<file path="config.mk">
export PLATFORM = sky130hd
export DESIGN_NAME = lbf_fade_ctrl
export DESIGN_NICKNAME = d
export VERILOG_FILES = /design/src/hdl/lbf_pkg.sv /design/src/hdl/lbf_fade_ctrl.sv
export SDC_FILE = /design/constraint.sdc
export NUM_CORES = 1
export LEC_CHECK = 0
export ABC_CLOCK_PERIOD_IN_PS = 22500
export BUFFER_PORTS_ARGS = -buffer_cell sky130_fd_sc_hd__buf_2
export CAP_MARGIN = 20
export CORE_MARGIN = 1.5
export CORE_UTILIZATION = 49
export CTS_CLUSTER_DIAMETER = 80
export CTS_CLUSTER_SIZE = 10
export DETAILED_ROUTE_END_ITERATION = 10
export GPL_ROUTABILITY_DRIVEN = 0
export PLACE_DENSITY = 0.67
export SLEW_MARGIN = 20
export SYNTH_ARGS = -nofsm -noshare
export SYNTH_HDL_FRONTEND = slang
export SYNTH_SLANG_ARGS = --single-unit
export TNS_END_PERCENT = 50
</file>
<file path="constraint.sdc">
create_clock -name core_clk -period 22.5 [get_ports core_clk]
set_input_delay 1.125 -clock core_clk [delete_from_list [all_inputs] [get_ports core_clk]]
set_output_delay 1.125 -clock core_clk [all_outputs]
set_load 0.01 [all_outputs]
</file>
<file path="src/hdl/lbf_pkg.sv">
// Purpose: shared constants and types for the backlight fade control block
// Assumes: 100 MHz core clock, six-bit register data from the pulse-link decoder
// Notes: offsets are register addresses delivered by the link decoder
package lbf_pkg;
    localparam int CLK_MHZ = 100;
    // register addresses
    localparam logic [4:0] ADDR_ENABLE = 5'h00;
    localparam logic [4:0] ADDR_MAIN_CUR = 5'h01;
    localparam logic [4:0] ADDR_BANK2_CUR = 5'h02;
    localparam logic [4:0] ADDR_BANK3_CUR = 5'h03;
    localparam logic [4:0] ADDR_FADE = 5'h04;
    localparam logic [4:0] ADDR_GROUP = 5'h05;
    // reset values
    localparam logic [5:0] ENABLE_RST = 6'h00;
    localparam logic [5:0] CUR_RST = 6'h00;
    localparam logic [5:0] FADE_RST = 6'h00;
    localparam logic [5:0] GROUP_RST = 6'h00;
    localparam logic [1:0] FADE_OFF = 2'h0;
    // code map: 4..13 = 0.5 mA steps, 14..29 = 1 mA, 30..31 = 2 mA
    localparam logic [5:0] CODE_HALF_MA = 6'h04; // lowest step, 0.5 mA
    localparam logic [5:0] CODE_5MA = 6'h0D;
    localparam logic [5:0] CODE_21MA = 6'h1D;
    localparam logic [5:0] CODE_MAX = 6'h1F;
    localparam logic [5:0] LEVEL_5MA = 6'h0A; // 5 mA in half-mA units
    localparam logic [5:0] LEVEL_21MA = 6'h2A; // 21 mA in half-mA units
    localparam logic [5:0] LEVEL_MAX = 6'h32; // 25 mA in half-mA units
    localparam logic [5:0] LOWBIAS_HALF_MA = 6'h08; // 4.0 mA
    // charge pump clock
    localparam int PUMP_KHZ = 250;
    localparam int PUMP_HALF_CYC = CLK_MHZ * 1000 / PUMP_KHZ / 2;
    // shutdown low time, least time in ms
    localparam int SHUTDOWN_LOW_MS = 10;
    localparam int SHUTDOWN_CYC = SHUTDOWN_LOW_MS * CLK_MHZ * 1000;
    localparam int NUM_LED = 5;

    typedef enum logic [1:0] {LBF_PUMP_1X, LBF_PUMP_1P5X, LBF_PUMP_2X} lbf_pump_e;
    typedef enum logic {LBF_F_IDLE, LBF_F_STEP} lbf_fade_e;

    typedef struct packed {
        logic valid;
        logic [4:0] addr;
        logic [5:0] data;
    } lbf_wr_s;

    typedef struct packed {
        logic need_up;
        logic headroom_ok;
    } lbf_demand_s;
endpackage : lbf_pkg

</file>
<file path="src/hdl/lbf_fade_ctrl.sv">
// Purpose: register file, banks, code map, fade engine, pump and shutdown control
// Assumes: decoded register writes arrive as one-cycle pulses from the link decoder
// Notes: analog levels leave as half-milliamp codes per sink
// Summary of operation
// RULE1 - pump clock 250 kHz in boosted modes
// RULE2 - pick lowest sufficient pump mode, hysteresis
// RULE3 - codes map to 0-25 mA nonuniform steps
// RULE4 - sink off by enable or zero code
// RULE5 - regulation feedback uses lowest sink
// RULE6 - all sinks off after power-up
// RULE7 - host clears enables of unused outputs
// RULE8 - reduced bias at or below 4 mA
// RULE9 - five drivers grouped into three banks
// RULE10 - fade steps through every intermediate code
// RULE11 - fade acts only on main bank
// RULE12 - rate change keeps running fade
// RULE13 - new main code retargets fade
// RULE14 - fade disable jumps to target
// RULE15 - rate code zero disables fading
// RULE16 - code zero 0 mA, code four 0.5 mA
// RULE17 - host fade-in five-write sequence
// RULE18 - host fade-out: rate then zero
// RULE19 - host level fade: rate then code
// RULE20 - long low on pin shuts down
// RULE21 - shutdown restores register defaults
// RULE22 - shutdown low at least 10 ms
// RULE23 - six data bits per register
// RULE24 - all disabled means sleep, clock stops
// RULE25 - fade step interval per rate parameter
// RULE26 - present and target level registers
`timescale 1ns/1ps
`default_nettype none
module lbf_fade_ctrl
    import lbf_pkg::*;
#(
    parameter int STEP_CYC_1 = 1000,
    parameter int STEP_CYC_2 = 2000,
    parameter int STEP_CYC_3 = 4000,
    parameter int SHUTDOWN_CYCLES = SHUTDOWN_CYC
) (
    // clock and reset
    input wire logic core_clk,
    input wire logic rst_n,
    // link pin level and decoded writes
    input wire logic pulse_wire_pin,
    input wire lbf_wr_s wr_in,
    // analog feedback
    input wire logic [NUM_LED-1:0] sink_headroom_low,
    input wire lbf_demand_s demand,
    // sink drive
    output logic [NUM_LED-1:0] sink_on,
    output logic [NUM_LED*6-1:0] sink_level,
    output logic [NUM_LED-1:0] fb_select,
    // pump and bias
    output logic pump_clk,
    output lbf_pump_e pump_mode,
    output logic low_bias,
    output logic sleep,
    output logic shutdown
);
    localparam logic [31:0] SD_CYC = 32'(SHUTDOWN_CYCLES);

    // code to half-milliamp level
    function automatic logic [5:0] code_to_half_ma(input logic [5:0] c);
        logic [5:0] r;
        r = 6'h00;
        // RULE3 nonuniform step map
        // RULE16 zero and four codes
        if (c == CUR_RST)
            r = 6'h00;
        else if (c <= CODE_HALF_MA)
            r = 6'h01; // codes below four also give the lowest step
        else if (c <= CODE_5MA)
            r = c - (CODE_HALF_MA - 6'h01);
        else if (c <= CODE_21MA)
            r = 6'(LEVEL_5MA + 2 * (c - CODE_5MA));
        else if (c <= CODE_MAX)
            r = 6'(LEVEL_21MA + 4 * (c - CODE_21MA));
        else
            r = LEVEL_MAX;
        return r;
    endfunction : code_to_half_ma

    logic [5:0] en_r, en_nxt, grp_r, grp_nxt, fade_r, fade_nxt;
    logic [5:0] b2_r, b2_nxt, b3_r, b3_nxt;
    logic [5:0] tgt_r, tgt_nxt, cur_r, cur_nxt;
    logic [31:0] stc_r, stc_nxt, sdc_r, sdc_nxt;
    logic [31:0] step_len;
    lbf_fade_e fst_r, fst_nxt;
    logic sd_r, sd_nxt;
    logic clr;

    // shutdown detector and register defaults
    always_comb begin
        sdc_nxt = sdc_r;
        sd_nxt = sd_r;
        // RULE20 long low detect
        // RULE22 at least 10 ms
        if (pulse_wire_pin) begin
            sdc_nxt = 32'h0;
            sd_nxt = 1'b0;
        end else if (sdc_r < SD_CYC - 32'h1) begin
            sdc_nxt = sdc_r + 32'h1;
        end else begin
            sd_nxt = 1'b1;
        end
    end
    assign clr = sd_nxt && !sd_r;

    // fade step length from the rate code
    // RULE25 step interval per rate
    always_comb begin
        case (fade_r[1:0])
            2'h1: step_len = 32'(STEP_CYC_1);
            2'h2: step_len = 32'(STEP_CYC_2);
            default: step_len = 32'(STEP_CYC_3);
        endcase
    end

    // register writes and fade engine
    always_comb begin
        en_nxt = en_r;
        grp_nxt = grp_r;
        fade_nxt = fade_r;
        b2_nxt = b2_r;
        b3_nxt = b3_r;
        tgt_nxt = tgt_r;
        cur_nxt = cur_r;
        stc_nxt = stc_r;
        fst_nxt = fst_r;
        // RULE23 six-bit data
        if (wr_in.valid && !sd_r) begin
            unique case (wr_in.addr)
                ADDR_ENABLE: en_nxt = wr_in.data;
                ADDR_MAIN_CUR: tgt_nxt = wr_in.data;
                // RULE11 other banks immediate
                ADDR_BANK2_CUR: b2_nxt = wr_in.data;
                ADDR_BANK3_CUR: b3_nxt = wr_in.data;
                ADDR_FADE: fade_nxt = wr_in.data;
                ADDR_GROUP: grp_nxt = wr_in.data;
                default: ;
            endcase
        end
        unique case (fst_r)
            LBF_F_IDLE: begin
                // RULE15 rate zero is no fade
                // RULE14 immediate when fade off
                if (fade_nxt[1:0] == FADE_OFF) begin
                    cur_nxt = tgt_nxt;
                end else if (tgt_nxt != cur_r) begin
                    // RULE10 start stepping
                    fst_nxt = LBF_F_STEP;
                    stc_nxt = 32'h0;
                end
            end
            LBF_F_STEP: begin
                // RULE14 cancel jumps to target
                if (fade_nxt[1:0] == FADE_OFF) begin
                    cur_nxt = tgt_nxt;
                    fst_nxt = LBF_F_IDLE;
                // RULE12 live rate in step_len
                end else if (stc_r + 32'h1 >= step_len) begin
                    stc_nxt = 32'h0;
                    // RULE13 retarget from present
                    // RULE26 one code per step
                    if (tgt_nxt > cur_r)
                        cur_nxt = cur_r + 6'h01;
                    else if (tgt_nxt < cur_r)
                        cur_nxt = cur_r - 6'h01;
                    if (cur_nxt == tgt_nxt)
                        fst_nxt = LBF_F_IDLE;
                end else begin
                    stc_nxt = stc_r + 32'h1;
                end
            end
        endcase
        // RULE21 defaults on shutdown
        if (clr) begin
            en_nxt = ENABLE_RST;
            grp_nxt = GROUP_RST;
            fade_nxt = FADE_RST;
            b2_nxt = CUR_RST;
            b3_nxt = CUR_RST;
            tgt_nxt = CUR_RST;
            cur_nxt = CUR_RST;
            stc_nxt = 32'h0;
            fst_nxt = LBF_F_IDLE;
        end
    end

    // RULE6 sinks off at reset
    always_ff @(posedge core_clk) begin
        if (!rst_n) begin
            en_r <= ENABLE_RST;
            grp_r <= GROUP_RST;
            fade_r <= FADE_RST;
            b2_r <= CUR_RST;
            b3_r <= CUR_RST;
            tgt_r <= CUR_RST;
            cur_r <= CUR_RST;
            stc_r <= 32'h0;
            fst_r <= LBF_F_IDLE;
            sdc_r <= 32'h0;
            sd_r <= 1'b0;
        end else begin
            en_r <= en_nxt;
            grp_r <= grp_nxt;
            fade_r <= fade_nxt;
            b2_r <= b2_nxt;
            b3_r <= b3_nxt;
            tgt_r <= tgt_nxt;
            cur_r <= cur_nxt;
            stc_r <= stc_nxt;
            fst_r <= fst_nxt;
            sdc_r <= sdc_nxt;
            sd_r <= sd_nxt;
        end
    end

    // per-sink bank selection and level
    logic [NUM_LED-1:0] on_nxt, fb_nxt;
    logic [NUM_LED*6-1:0] lvl_nxt;
    logic [5:0] min_lvl;
    logic [NUM_LED-1:0] on_r, fb_r;
    logic [NUM_LED*6-1:0] lvl_r;
    genvar gi;
    generate
        for (gi = 0; gi < NUM_LED; gi++) begin : g_sink
            logic [5:0] code;
            // RULE9 bank choice per sink
            if (gi < 2) begin : g_main
                // sinks 0..1 always follow the main bank
                assign code = cur_r;
            end else begin : g_bank
                // sinks 2..4 take a two-bit group field pair
                always_comb begin
                    if (grp_r[gi-2] && grp_r[gi+1])
                        code = b3_r;
                    else if (grp_r[gi-2])
                        code = b2_r;
                    else
                        code = cur_r;
                end
            end
            // RULE4 enable or zero code
            assign on_nxt[gi] = en_r[gi] && (code != CUR_RST) && !sd_r;
            assign lvl_nxt[gi*6 +: 6] = on_nxt[gi] ? code_to_half_ma(code) : 6'h00;
        end
    endgenerate

    // RULE5 lowest-numbered active sink with low headroom feeds regulation, none if no active sink has low headroom
    always_comb begin
        min_lvl = 6'h3F;
        fb_nxt = '0;
        for (int i = 0; i < NUM_LED; i++) begin
            if (on_nxt[i] && sink_headroom_low[i] && fb_nxt == '0)
                fb_nxt[i] = 1'b1;
        end
        for (int i = 0; i < NUM_LED; i++) begin
            if (on_nxt[i] && lvl_nxt[i*6 +: 6] < min_lvl)
                min_lvl = lvl_nxt[i*6 +: 6];
        end
    end

    // pump mode, pump clock, bias and sleep
    lbf_pump_e pm_r, pm_nxt;
    logic [15:0] pdiv_r, pdiv_nxt;
    logic pclk_r, pclk_nxt, lb_r, lb_nxt, slp_r, slp_nxt;
    always_comb begin
        pm_nxt = pm_r;
        // RULE2 step up on demand, down with headroom
        if (demand.need_up && pm_r != LBF_PUMP_2X)
            pm_nxt = (pm_r == LBF_PUMP_1X) ? LBF_PUMP_1P5X : LBF_PUMP_2X;
        else if (demand.headroom_ok && !demand.need_up && pm_r != LBF_PUMP_1X)
            pm_nxt = (pm_r == LBF_PUMP_2X) ? LBF_PUMP_1P5X : LBF_PUMP_1X;
        // RULE24 sleep when all disabled
        slp_nxt = (on_nxt == '0);
        if (slp_nxt)
            pm_nxt = LBF_PUMP_1X;
        pdiv_nxt = pdiv_r;
        pclk_nxt = pclk_r;
        // RULE1 fixed rate, stopped in 1x
        if (pm_nxt == LBF_PUMP_1X) begin
            pdiv_nxt = 16'h0;
            pclk_nxt = 1'b0;
        end else if (pdiv_r >= 16'(PUMP_HALF_CYC - 1)) begin
            pdiv_nxt = 16'h0;
            pclk_nxt = !pclk_r;
        end else begin
            pdiv_nxt = pdiv_r + 16'h1;
        end
        // RULE8 low bias at or below 4 mA
        lb_nxt = (min_lvl == 6'h3F) || (min_lvl <= LOWBIAS_HALF_MA);
    end

    // output registers
    always_ff @(posedge core_clk) begin
        if (!rst_n) begin
            on_r <= '0;
            lvl_r <= '0;
            fb_r <= '0;
            pm_r <= LBF_PUMP_1X;
            pdiv_r <= 16'h0;
            pclk_r <= 1'b0;
            lb_r <= 1'b1;
            slp_r <= 1'b1;
        end else begin
            on_r <= on_nxt;
            lvl_r <= lvl_nxt;
            fb_r <= fb_nxt;
            pm_r <= pm_nxt;
            pdiv_r <= pdiv_nxt;
            pclk_r <= pclk_nxt;
            lb_r <= lb_nxt;
            slp_r <= slp_nxt;
        end
    end

    assign sink_on = on_r;
    assign sink_level = lvl_r;
    assign fb_select = fb_r;
    assign pump_clk = pclk_r;
    assign pump_mode = pm_r;
    assign low_bias = lb_r;
    assign sleep = slp_r;
    assign shutdown = sd_r;
endmodule : lbf_fade_ctrl
`default_nettype wire

</file>
==> results of run 1 <==
==> worst reg2reg max path, delay by kind of cell, from the launching register on <==
family          cells  cell delay (ps)
mux                 2              740
buf+inv             2              300
xor+xnor            1              200
compound gates     17             4160
simple gates        9             1720
fa+ha+maj           6             1830
flops               1              800
==> per-layer routing <==
metal | vias to the layer above | global-route usage | routed length (um)
li1 | 4259 | - | -
met1 | 3876 | 0.320 | 11400
met2 | 230 | 0.326 | 9610
met3 | 12 | 0.0493 | 1280
met4 | 0 | 0.0548 | 184
met5 | - | 0 | 0
==> Yosys cell counts (4+ instances only) <==
| cell | number |
|---|---|
| ha_1 | 61 |
| and3_1 | 16 |
| a2111oi_0 | 4 |
| a21o_1 | 25 |
| mux2_4 | 4 |
| o211a_1 | 4 |
| buf_2 | 11 |
| a21oi_1 | 65 |
| a22oi_1 | 6 |
| xor2_1 | 20 |
| o21a_1 | 9 |
| a211oi_1 | 14 |
| mux2_2 | 9 |
| o21ai_0 | 50 |
| nor2b_1 | 12 |
| a41oi_1 | 7 |
| nand3b_1 | 4 |
| xnor2_1 | 35 |
| clkbuf_1 | 33 |
| inv_1 | 55 |
| nor4_1 | 14 |
| mux2i_1 | 63 |
| or3_1 | 17 |
| and2_1 | 57 |
| nand2_1 | 42 |
| o211ai_1 | 9 |
| o31ai_1 | 8 |
| nor2_1 | 158 |
| nand3_1 | 31 |
| nor3_1 | 27 |
| nand4b_1 | 4 |
| dfxtp_1 | 164 |
| and4_1 | 7 |
| nand4_1 | 19 |
| or2_2 | 4 |
| nand2b_1 | 7 |
| a31oi_1 | 11 |
==> power groups by stage <==
stage | Clock [mW] | Sequential [mW] | Combinational (mW)
global placement | 0 | 0.299 | 0.0266
detailed placement | 0 | 0.299 | 0.0267
floorplan | 0 | 0.299 | 0.0193
CTS | 0.293 | 0.293 | 0.0269
global route | 0.306 | 0.293 | 0.0302
finish | 0.285 | 0.293 | 0.0273
==> flip-flops by register name, indices dropped and copies added (netlist names), 2 cells and up <==
name and cells:
b2_r 6, b3_r 6, cur_r 6, en_r 5, fade_r 2, fb_select 5
grp_r 6, pdiv_r 16, pump_mode 2, sdc_r 32, sink_level 30, sink_on 5
stc_r 32, tgt_r 6
==> cells by family after synthesis <==
kind of cell,after synthesis,share of synthesized area
simple gates,436,0.231
compound gates,257,0.180
flops,164,0.335
buf+inv,108,0.0442
mux,78,0.0835
fa+ha+maj,61,0.0778
xor+xnor,55,0.0491
other cells,1,0.000382
==> metrics by stage <==
step	cell area (um2)	utilization
after floorplan	9840	-
after global placement	10300	0.530
after detailed placement	10300	0.530
after CTS	10900	0.560
after global routing	10900	0.560
final	10900	0.560
==> final timing paths <==
check	cells past startpoint	from	end	slack (ps)
setup reg to reg	37	cur_r[0]$_SDFFE_PP0P_	low_bias$_SDFF_PN1_	12700
hold / removal	1	pdiv_r[0]$_SDFF_PP0_	pdiv_r[0]$_SDFF_PP0_	450
hold reg to reg	1	pdiv_r[0]$_SDFF_PP0_	pdiv_r[0]$_SDFF_PP0_	450
setup / recovery	37	cur_r[0]$_SDFFE_PP0P_	low_bias$_SDFF_PN1_	12700
==> area by class of cell <==
type                            instances  area (um2)  share of cell area
Sequential cell                       164        3280               0.300
Tap cell                              265         332              0.0303
Clock inverter                         15         151              0.0138
Timing Repair Buffer                   73         380              0.0348
Inverter                               59         221              0.0203
Multi-Input combinational cell        895        6140               0.562
Clock buffer                           17         425              0.0389
==> results.yml, run 1 <==
outcome:
  outcome: "finished, final reports clean"
place:
  place_inst: 1455
  dp_slack_ps: 12820
  numPortBuffers: 67
  hpwl_um: 16300
power_and_ir_drop:
  power_frac_comb: 0.045
  p_int_uw: 450
  leakagePower_nw: 4.54
  p_switching_uw: 155
  seqPwrFrac: 0.484
  powerDensity_nw_per_um2: 55.4
  ir_drop_mv: 0.0467
  sw_frac_of_total: 0.257
  clock_power_share: 0.471
  totalPowerFinal_uw: 605
critical_path:
  slowest_stage: "dfxtp_1"
  max_stage_delay_ps: 800
  cp_data_required_time_ps: 22850
  crit_fanout: 19
  critical-path-top-delay-family: "compound AO/OA/AOI/OAI gates"
  critPathBufInv: 2
  critPathKind: "reg -> reg"
  critPathCaptureType: "flop"
  setup.worst_path.start_class: "flop"
  cp.arrival_ps: 10150
  crit_top_cell: "ha_1"
global_route:
  grt_pass1_wl_um: 36400
  grt_usage: 0.220
  antenna_found_initial: 0
  grt_max_degree: 52
  overflow: 0
  grt_pass1_vias: 7322
sta:
  post-route-period-util: 0.436
  setup-tns-final_ps: 0
  min_period_ps: 9800
  timing.hold.ws_ps: 447
  finalMaxSlewViolations: 0
  setup_viol: 0
  skew_ps: 10.6
  max-slew-margin-rel: 0.388
  rsz0062_at_grt: "false"
  max_freq_mhz: 102
  max_slew.worst_pin.slew_ps: 918
  setup_ws_ps: 12700
  final_hold_viol_count: 0
detailed_routing:
  ant_nets: 0
  dr.pass1.iters: 5
  via_count: 8377
  vias_per_cell: 5.63
  drt_iter0_markers: 532
  totalWireLength_um: 22500
  drc: 0
  wire_per_inst_um: 15.1
clock_tree:
  cts_buffer_depth: 2
  clkSinkCount: 164
  clk_pin_slew_ps: 70
  clk_latency_ps: 440
  cts-root-buf: "clkbuf_16"
  cts_buffers: 17
  htree_levels: 4
  postCtsHoldBufs: 0
  cts_tree: "yes"
  post_cts_buffers: 0
  cts_resized: 0
job:
  drv_cap: 0
cells_and_area:
  diodes: 0
  nets: 1293
  instances_no_fill: 1488
  nFillCells: 1786
  area_growth_pct: 11.4
  final_cell_mix: "dfxtp_1, nor2_1, buf_2"
  final_layout_size_suffix_gt1_frac: 0.118
  layout_commonest_cell: "dfxtp_1"
floorplanning:
  die_x_um: 145
  dieArea_um2: 20900
  pin_count: 68
  initial_core_util: 0.502
  row_count: 51
  die_y_um: 145
  core_area_um2: 19500
yosys:
  netlist_area_um2: 9810
  async_flop_share: 0
  yosysWarnings: 0
  ys_top_cells_by_area: "dfxtp_1, ha_1, mux2i_1"
  yosysSeqAreaShare: 0.335
  yosysTopAreaCell: "dfxtp_1"
  synthCells: 1160
  avgSynthCellArea_um2: 8.46
  ys_ff_latch: 164
  synth-edff-count: 0
  synth.top_cell.area_share: 0.335
  synth_cell_types: 87
  synthFlopType: "dfxtp_1"
min_path:
  hold_path.class: "reg -> reg"
Note: power is estimated with default switching activity, not from simulation.
==> inputs of run 2 (changes only) <==
Settings changed: ABC_AREA from default to 1, ABC_CLOCK_PERIOD_IN_PS 22500 to 9200.
Clock period 22.5 ns to 9.2 ns, I/O delays scaled along.
==> run 2 against run 1 <==
Against the previous run: sequential cell count unchanged; wire length grew 1.5%; combinational power grew to 6.0 times the previous value; largest cell class unchanged; die area increased by 1.1%; power grew to 2.7 times the previous value; first-iteration DRC count shrank 7.9%; clock-buffer cell count up 2; critical path depth increased by 6; maximum frequency up 26%; non-clock buffer count shrank 3; via count grew 6.9%; synthesized cell count increased by 20%.
==> results.yml, run 2 <==
outcome:
  outcome: "finished, final reports clean"
clock_tree:
  postCtsHoldBufs: 0
  cts_buffers: 17
  cts_buffer_depth: 2
  clk_pin_slew_ps: 70
  post_cts_buffers: 0
  cts-root-buf: "clkbuf_16"
  cts_tree: "yes"
  clk_latency_ps: 430
  clkSinkCount: 164
  cts_resized: 0
  htree_levels: 4
power_and_ir_drop:
  seqPwrFrac: 0.449
  ir_drop_mv: 0.129
  clock_power_share: 0.449
  p_switching_uw: 422
  sw_frac_of_total: 0.263
  p_int_mw: 1.18
  powerDensity_nw_per_um2: 145
  power_frac_comb: 0.102
  leakagePower_nw: 5.02
sta:
  max_freq_mhz: 129
  finalMaxSlewViolations: 0
  final_hold_viol_count: 0
  skew_ps: 6.54
  max-slew-margin-rel: 0.378
  setup_viol: 0
  rsz0062_at_grt: "false"
  max_slew.worst_pin.slew_ps: 933
  post-route-period-util: 0.845
  min_period_ps: 7780
  setup-tns-final_ps: 0
place:
  dpl_cell_area_um2: 10500
  numPortBuffers: 67
  hpwl_um: 17400
cells_and_area:
  final_cell_mix: "nand2_1, inv_1, nor2_1"
  area_growth_pct: 11.9
  layout_commonest_cell: "nand2_1"
  final_layout_size_suffix_gt1_frac: 0.138
  nets: 1545
  postLayoutCellArea_um2: 11100
detailed_routing:
  drt_iter0_markers: 490
  via_count: 8951
  vias_per_cell: 5.14
  ant_nets: 0
  wire_per_inst_um: 13.1
  dr.pass1.iters: 7
  drc: 0
  totalWireLength_um: 22900
floorplanning:
  pin_count: 68
  die_x_um: 145
  core_area_um2: 19700
  initial_core_util: 0.505
  dieArea_um2: 21100
  die_y_um: 145
  row_count: 51
yosys:
  synthCells: 1393
  yosysTopAreaCell: "dfxtp_1"
  yosysSeqAreaShare: 0.331
  synth_cell_types: 68
  yosysWarnings: 0
  async_flop_share: 0
  synth_common_cells: "nand2_1, inv_1, nor2_1"
  ys_top_cells_by_area: "dfxtp_1, nand2_1, ha_1"
  netlist_area_um2: 9920
  synthFlopType: "dfxtp_1"
  synth.most_common_cell: "nand2_1"
  avgSynthCellArea_um2: 7.12
  synth-edff-count: 0
  synth.top_cell.area_share: 0.331
  ys_ff_latch: 164
critical_path:
  crit_fanout: 11
  slowest_stage: "a2111oi_2"
  critPathKind: "reg -> reg"
  cp_data_required_time_ps: 9520
  reg2reg_slack_ps: 1420
  critPathCaptureType: "flop"
  max_stage_delay_ps: 760
  cp.arrival_ps: 8100
  setup.worst_path.start_class: "flop"
global_route:
  grt_pass1_wl_um: 38900
  grt_max_degree: 63
  overflow: 0
  grt_usage: 0.220
  antenna_found_initial: 3
  grt_pass1_vias: 8286
job:
  drv_cap: 0
min_path:
  hold_path.class: "in -> reg"
run 2: final cells by class:
class                   instances  area (um2)
multi-input cells             992        5710
inverters                     217         821
diodes                          3        7.51
clock buffers                  19         443
well taps                     265         332
repair buffers                 70         358
flip-flops and latches        164        3280
fillers                      1920        8560
clock inverters                13         149
run 2: worst paths after layout:
| path | startpoint | to | depth (start not counted) |
|---|---|---|---|
| worst max register to register | cur_r[0]$_SDFFE_PP0P_ | low_bias$_SDFF_PN1_ | 43 |
| worst min register to register | sdc_r[31]$_SDFFE_PP0N_ | sdc_r[31]$_SDFFE_PP0N_ | 2 |
| worst min-delay path | sink_headroom_low[3] | fb_select[4]$_SDFF_PN0_ | 2 |
| worst max-delay path | cur_r[0]$_SDFFE_PP0P_ | low_bias$_SDFF_PN1_ | 43 |
run 2: worst max-delay path, delay by kind of cell (launching register included):
family	cells	cell delay, ps
fa+ha+maj	6	1610
simple gates	20	2210
buf+inv	4	390
compound gates	13	2890
flops	1	540
run 2: per-layer routing:
layer  global-route usage  up-vias  wire (um)
met2                0.371      228      10600
met4               0.0684        2        511
met3               0.0421       41       1110
met1                0.282     3973      10600
li1                     -     4707          -
met5                    0        -         13
run 2: power by group through the flow:
stage | Sequential (mW) | Clock, mW | Combinational, mW
2_1_floorplan | 0.734 | 0 | 0.124
4_1_cts | 0.720 | 0.733 | 0.162
6_report | 0.721 | 0.720 | 0.163
3_5_place_dp | 0.737 | 0 | 0.160
3_3_place_gp | 0.737 | 0 | 0.159
5_1_grt | 0.721 | 0.765 | 0.183
run 2: logic make-up (layout without fill, tap and decap cells):
logic type / after synthesis / in the layout / synth area share
AO/OA/AOI/OAI: 231 / 231 / 0.141
XOR/XNOR: 51 / 51 / 0.0450
adder cells (fa/ha/maj): 61 / 61 / 0.0769
buffers and inverters: 244 / 319 / 0.0966
flip-flops: 164 / 164 / 0.331
multiplexers: 3 / 3 / 0.00303
other: 1 / 11 / 0.000378
AND/OR/NAND/NOR: 638 / 638 / 0.306
run 2: stage by stage:
step	power [mW]	hold slack, ps	util	setup slack, ps	cells
finish	1.60	223	0.565	1420	1743
global route	1.67	220	0.564	625	1741
global placement	0.896	424	0.534	1800	1708
floorplan	0.858	415	-	2440	1400
detailed placement	0.897	427	0.534	1540	1708
CTS	1.62	213	0.564	1500	1740
==> inputs of run 3 (changes only) <==
Settings changed: ABC_AREA 1 to 0, ABC_CLOCK_PERIOD_IN_PS 9200 to 6900, PLACE_DENSITY 0.67 to 0.69.
Clock period 9.2 ns to 6.9 ns, I/O delays scaled along.
==> run 3 against run 2 <==
Against the previous run: the flow now finishes with violations (negative setup slack); hold slack worse by 74 ps; design area increased by 7.9%; clock-buffer cell count increased by 1; clock power up 26%; maximum frequency fell by 1.9%; register-to-register slack lost 2400 ps; critical path type unchanged.
==> results.yml, run 3 (synthesized netlist as in run 1, its figures left out) <==
clock_tree:
  htree_levels: 4
  postCtsHoldBufs: 0
  cts_buffers: 17
  cts_buffer_depth: 2
  cts-root-buf: "clkbuf_16"
  clk_pin_slew_ps: 70
  clkSinkCount: 164
  clk_latency_ps: 430
  cts_tree: "yes"
detailed_routing:
  via_count: 8801
  drt_iter0_markers: 509
  dr.pass1.iters: 5
  drc: 0
  vias_per_cell: 5.47
  ant_nets: 0
  wire_per_inst_um: 14.8
  totalWireLength_um: 23900
min_path:
  hold_depth: 3
  worstHoldEndpoint: "fb_select[4]$_SDFF_PN0_"
  hold_path.class: "in -> reg"
  hold_start: "sink_headroom_low[4]"
sta:
  max_slew.worst_pin.slew_ps: 1030
  min_period_ps: 7920
  skew_ps: 9.29
  finalMaxSlewViolations: 0
  post-route-period-util: 1.15
  max_freq_mhz: 126
  timing.hold.ws_ps: 149
  max-slew-margin-rel: 0.315
  setup_ws_ps: -1020
  final_hold_viol_count: 0
  rsz0062_at_grt: "true"
  setup_viol: 1
cells_and_area:
  layout_commonest_cell: "dfxtp_1"
  final_layout_size_suffix_gt1_frac: 0.209
  area_growth_pct: 22.0
  nets: 1414
  postLayoutCellArea_um2: 12000
  final_cell_mix: "dfxtp_1, nor2_1, buf_4"
global_route:
  grt_max_degree: 52
  grt_pass1_wl_um: 39400
  overflow: 0
  grt_pass1_vias: 8114
  antenna_found_initial: 0
  grt_usage: 0.235
critical_path:
  reg2reg_slack_ps: -1020
  max_stage_delay_ps: 410
  rr_startpoint: "cur_r[1]$_SDFFE_PP0P_"
  regToRegEndpoint: "low_bias$_SDFF_PN1_"
  slowest_stage: "or3b_4"
  setup.worst_path.start_class: "flop"
  crit_fanout: 4
  critPathCaptureType: "flop"
  cp_data_required_time_ps: 7240
  reg2regPathDepth: 37
  critPathKind: "reg -> reg"
  crit_top_cell: "ha_4"
  cp.arrival_ps: 8270
floorplanning:
  die_x_um: 145
  core_area_um2: 19500
  dieArea_um2: 20900
  die_y_um: 145
  initial_core_util: 0.502
  pin_count: 68
  row_count: 51
place:
  dpl_cell_area_um2: 11300
  hpwl_um: 17400
  numPortBuffers: 67
power_and_ir_drop:
  p_switching_uw: 460
  power_frac_comb: 0.050
  seqPwrFrac: 0.488
  ir_drop_mv: 0.156
  sw_frac_of_total: 0.235
  powerDensity_nw_per_um2: 163
  leakagePower_nw: 5.12
  p_int_mw: 1.50
  clock_power_share: 0.462
outcome:
  outcome: "complete, but fails checks"
  violations: "negative setup slack"
job:
  drv_cap: 0
run 3: area by class of cell:
cell class              instances  area (um2)
fillers                      1744        7550
clock buffers                  20         447
repair buffers                194        1290
multi-input cells             895        6280
diodes                          1        2.50
well taps                     265         332
inverters                      59         229
clock inverters                10         104
flip-flops and latches        164        3290
run 3: metrics by stage:
step           setup slack, ps  TNS [ps]  instances  utilization  power [mW]
3_3_place_gp              -976      -976       1568        0.577        1.07
5_1_grt                  -1310     -1310       1607        0.613        2.02
4_1_cts                   -929      -929       1605        0.610        1.97
6_report                 -1020     -1020       1608        0.613        1.96
2_1_floorplan            -1250     -1250       1167            -        1.04
3_5_place_dp             -1190     -1190       1568        0.577        1.07
run 3: how the worst max path moves through the flow:
stage	start	end	slack, ps
after floorplan	cur_r[0]$_SDFFE_PP0P_	low_bias$_SDFF_PN1_	-1250
after global placement	cur_r[1]$_SDFFE_PP0P_	low_bias$_SDFF_PN1_	-980
after detailed placement	cur_r[1]$_SDFFE_PP0P_	low_bias$_SDFF_PN1_	-1190
after CTS	cur_r[0]$_SDFFE_PP0P_	low_bias$_SDFF_PN1_	-930
after global routing	cur_r[1]$_SDFFE_PP0P_	low_bias$_SDFF_PN1_	-1310
final	cur_r[1]$_SDFFE_PP0P_	low_bias$_SDFF_PN1_	-1020
run 3: per-layer routing:
layer  wire (um)  GRT usage  part of all wire  vias to the layer above
met1       11500      0.314              0.48                     4105
met3         971     0.0440             0.041                       27
met5           0          0                 0                        -
li1            -          -                 -                     4498
met2       11000      0.388              0.46                      171
met4         358     0.0638             0.015                        0
run 3: worst max-delay path, delay by kind of cell (launching register included):
| family | cells | cell delay [ps] |
|---|---|---|
| mux | 2 | 660 |
| flops | 1 | 350 |
| compound gates | 17 | 3490 |
| fa+ha+maj | 6 | 1490 |
| simple gates | 9 | 1570 |
| buf+inv | 3 | 250 |
run 3: what timing repair did:
action / CTS / global route
setup buffers: 7 / 2
resized for setup: 8 / 6
endpoints found under the hold margin: 0 / 0
pin swaps: 16 / 11
setup endpoints to repair: 1 / 1
run 3: power groups by stage:
stage	sequential [mW]	combinational, mW	clock, mW
3_5_place_dp	0.975	0.0962	0
4_1_cts	0.954	0.0972	0.919
2_1_floorplan	0.974	0.0636	0
3_3_place_gp	0.975	0.0949	0
5_1_grt	0.954	0.108	0.958
6_report	0.954	0.0978	0.904
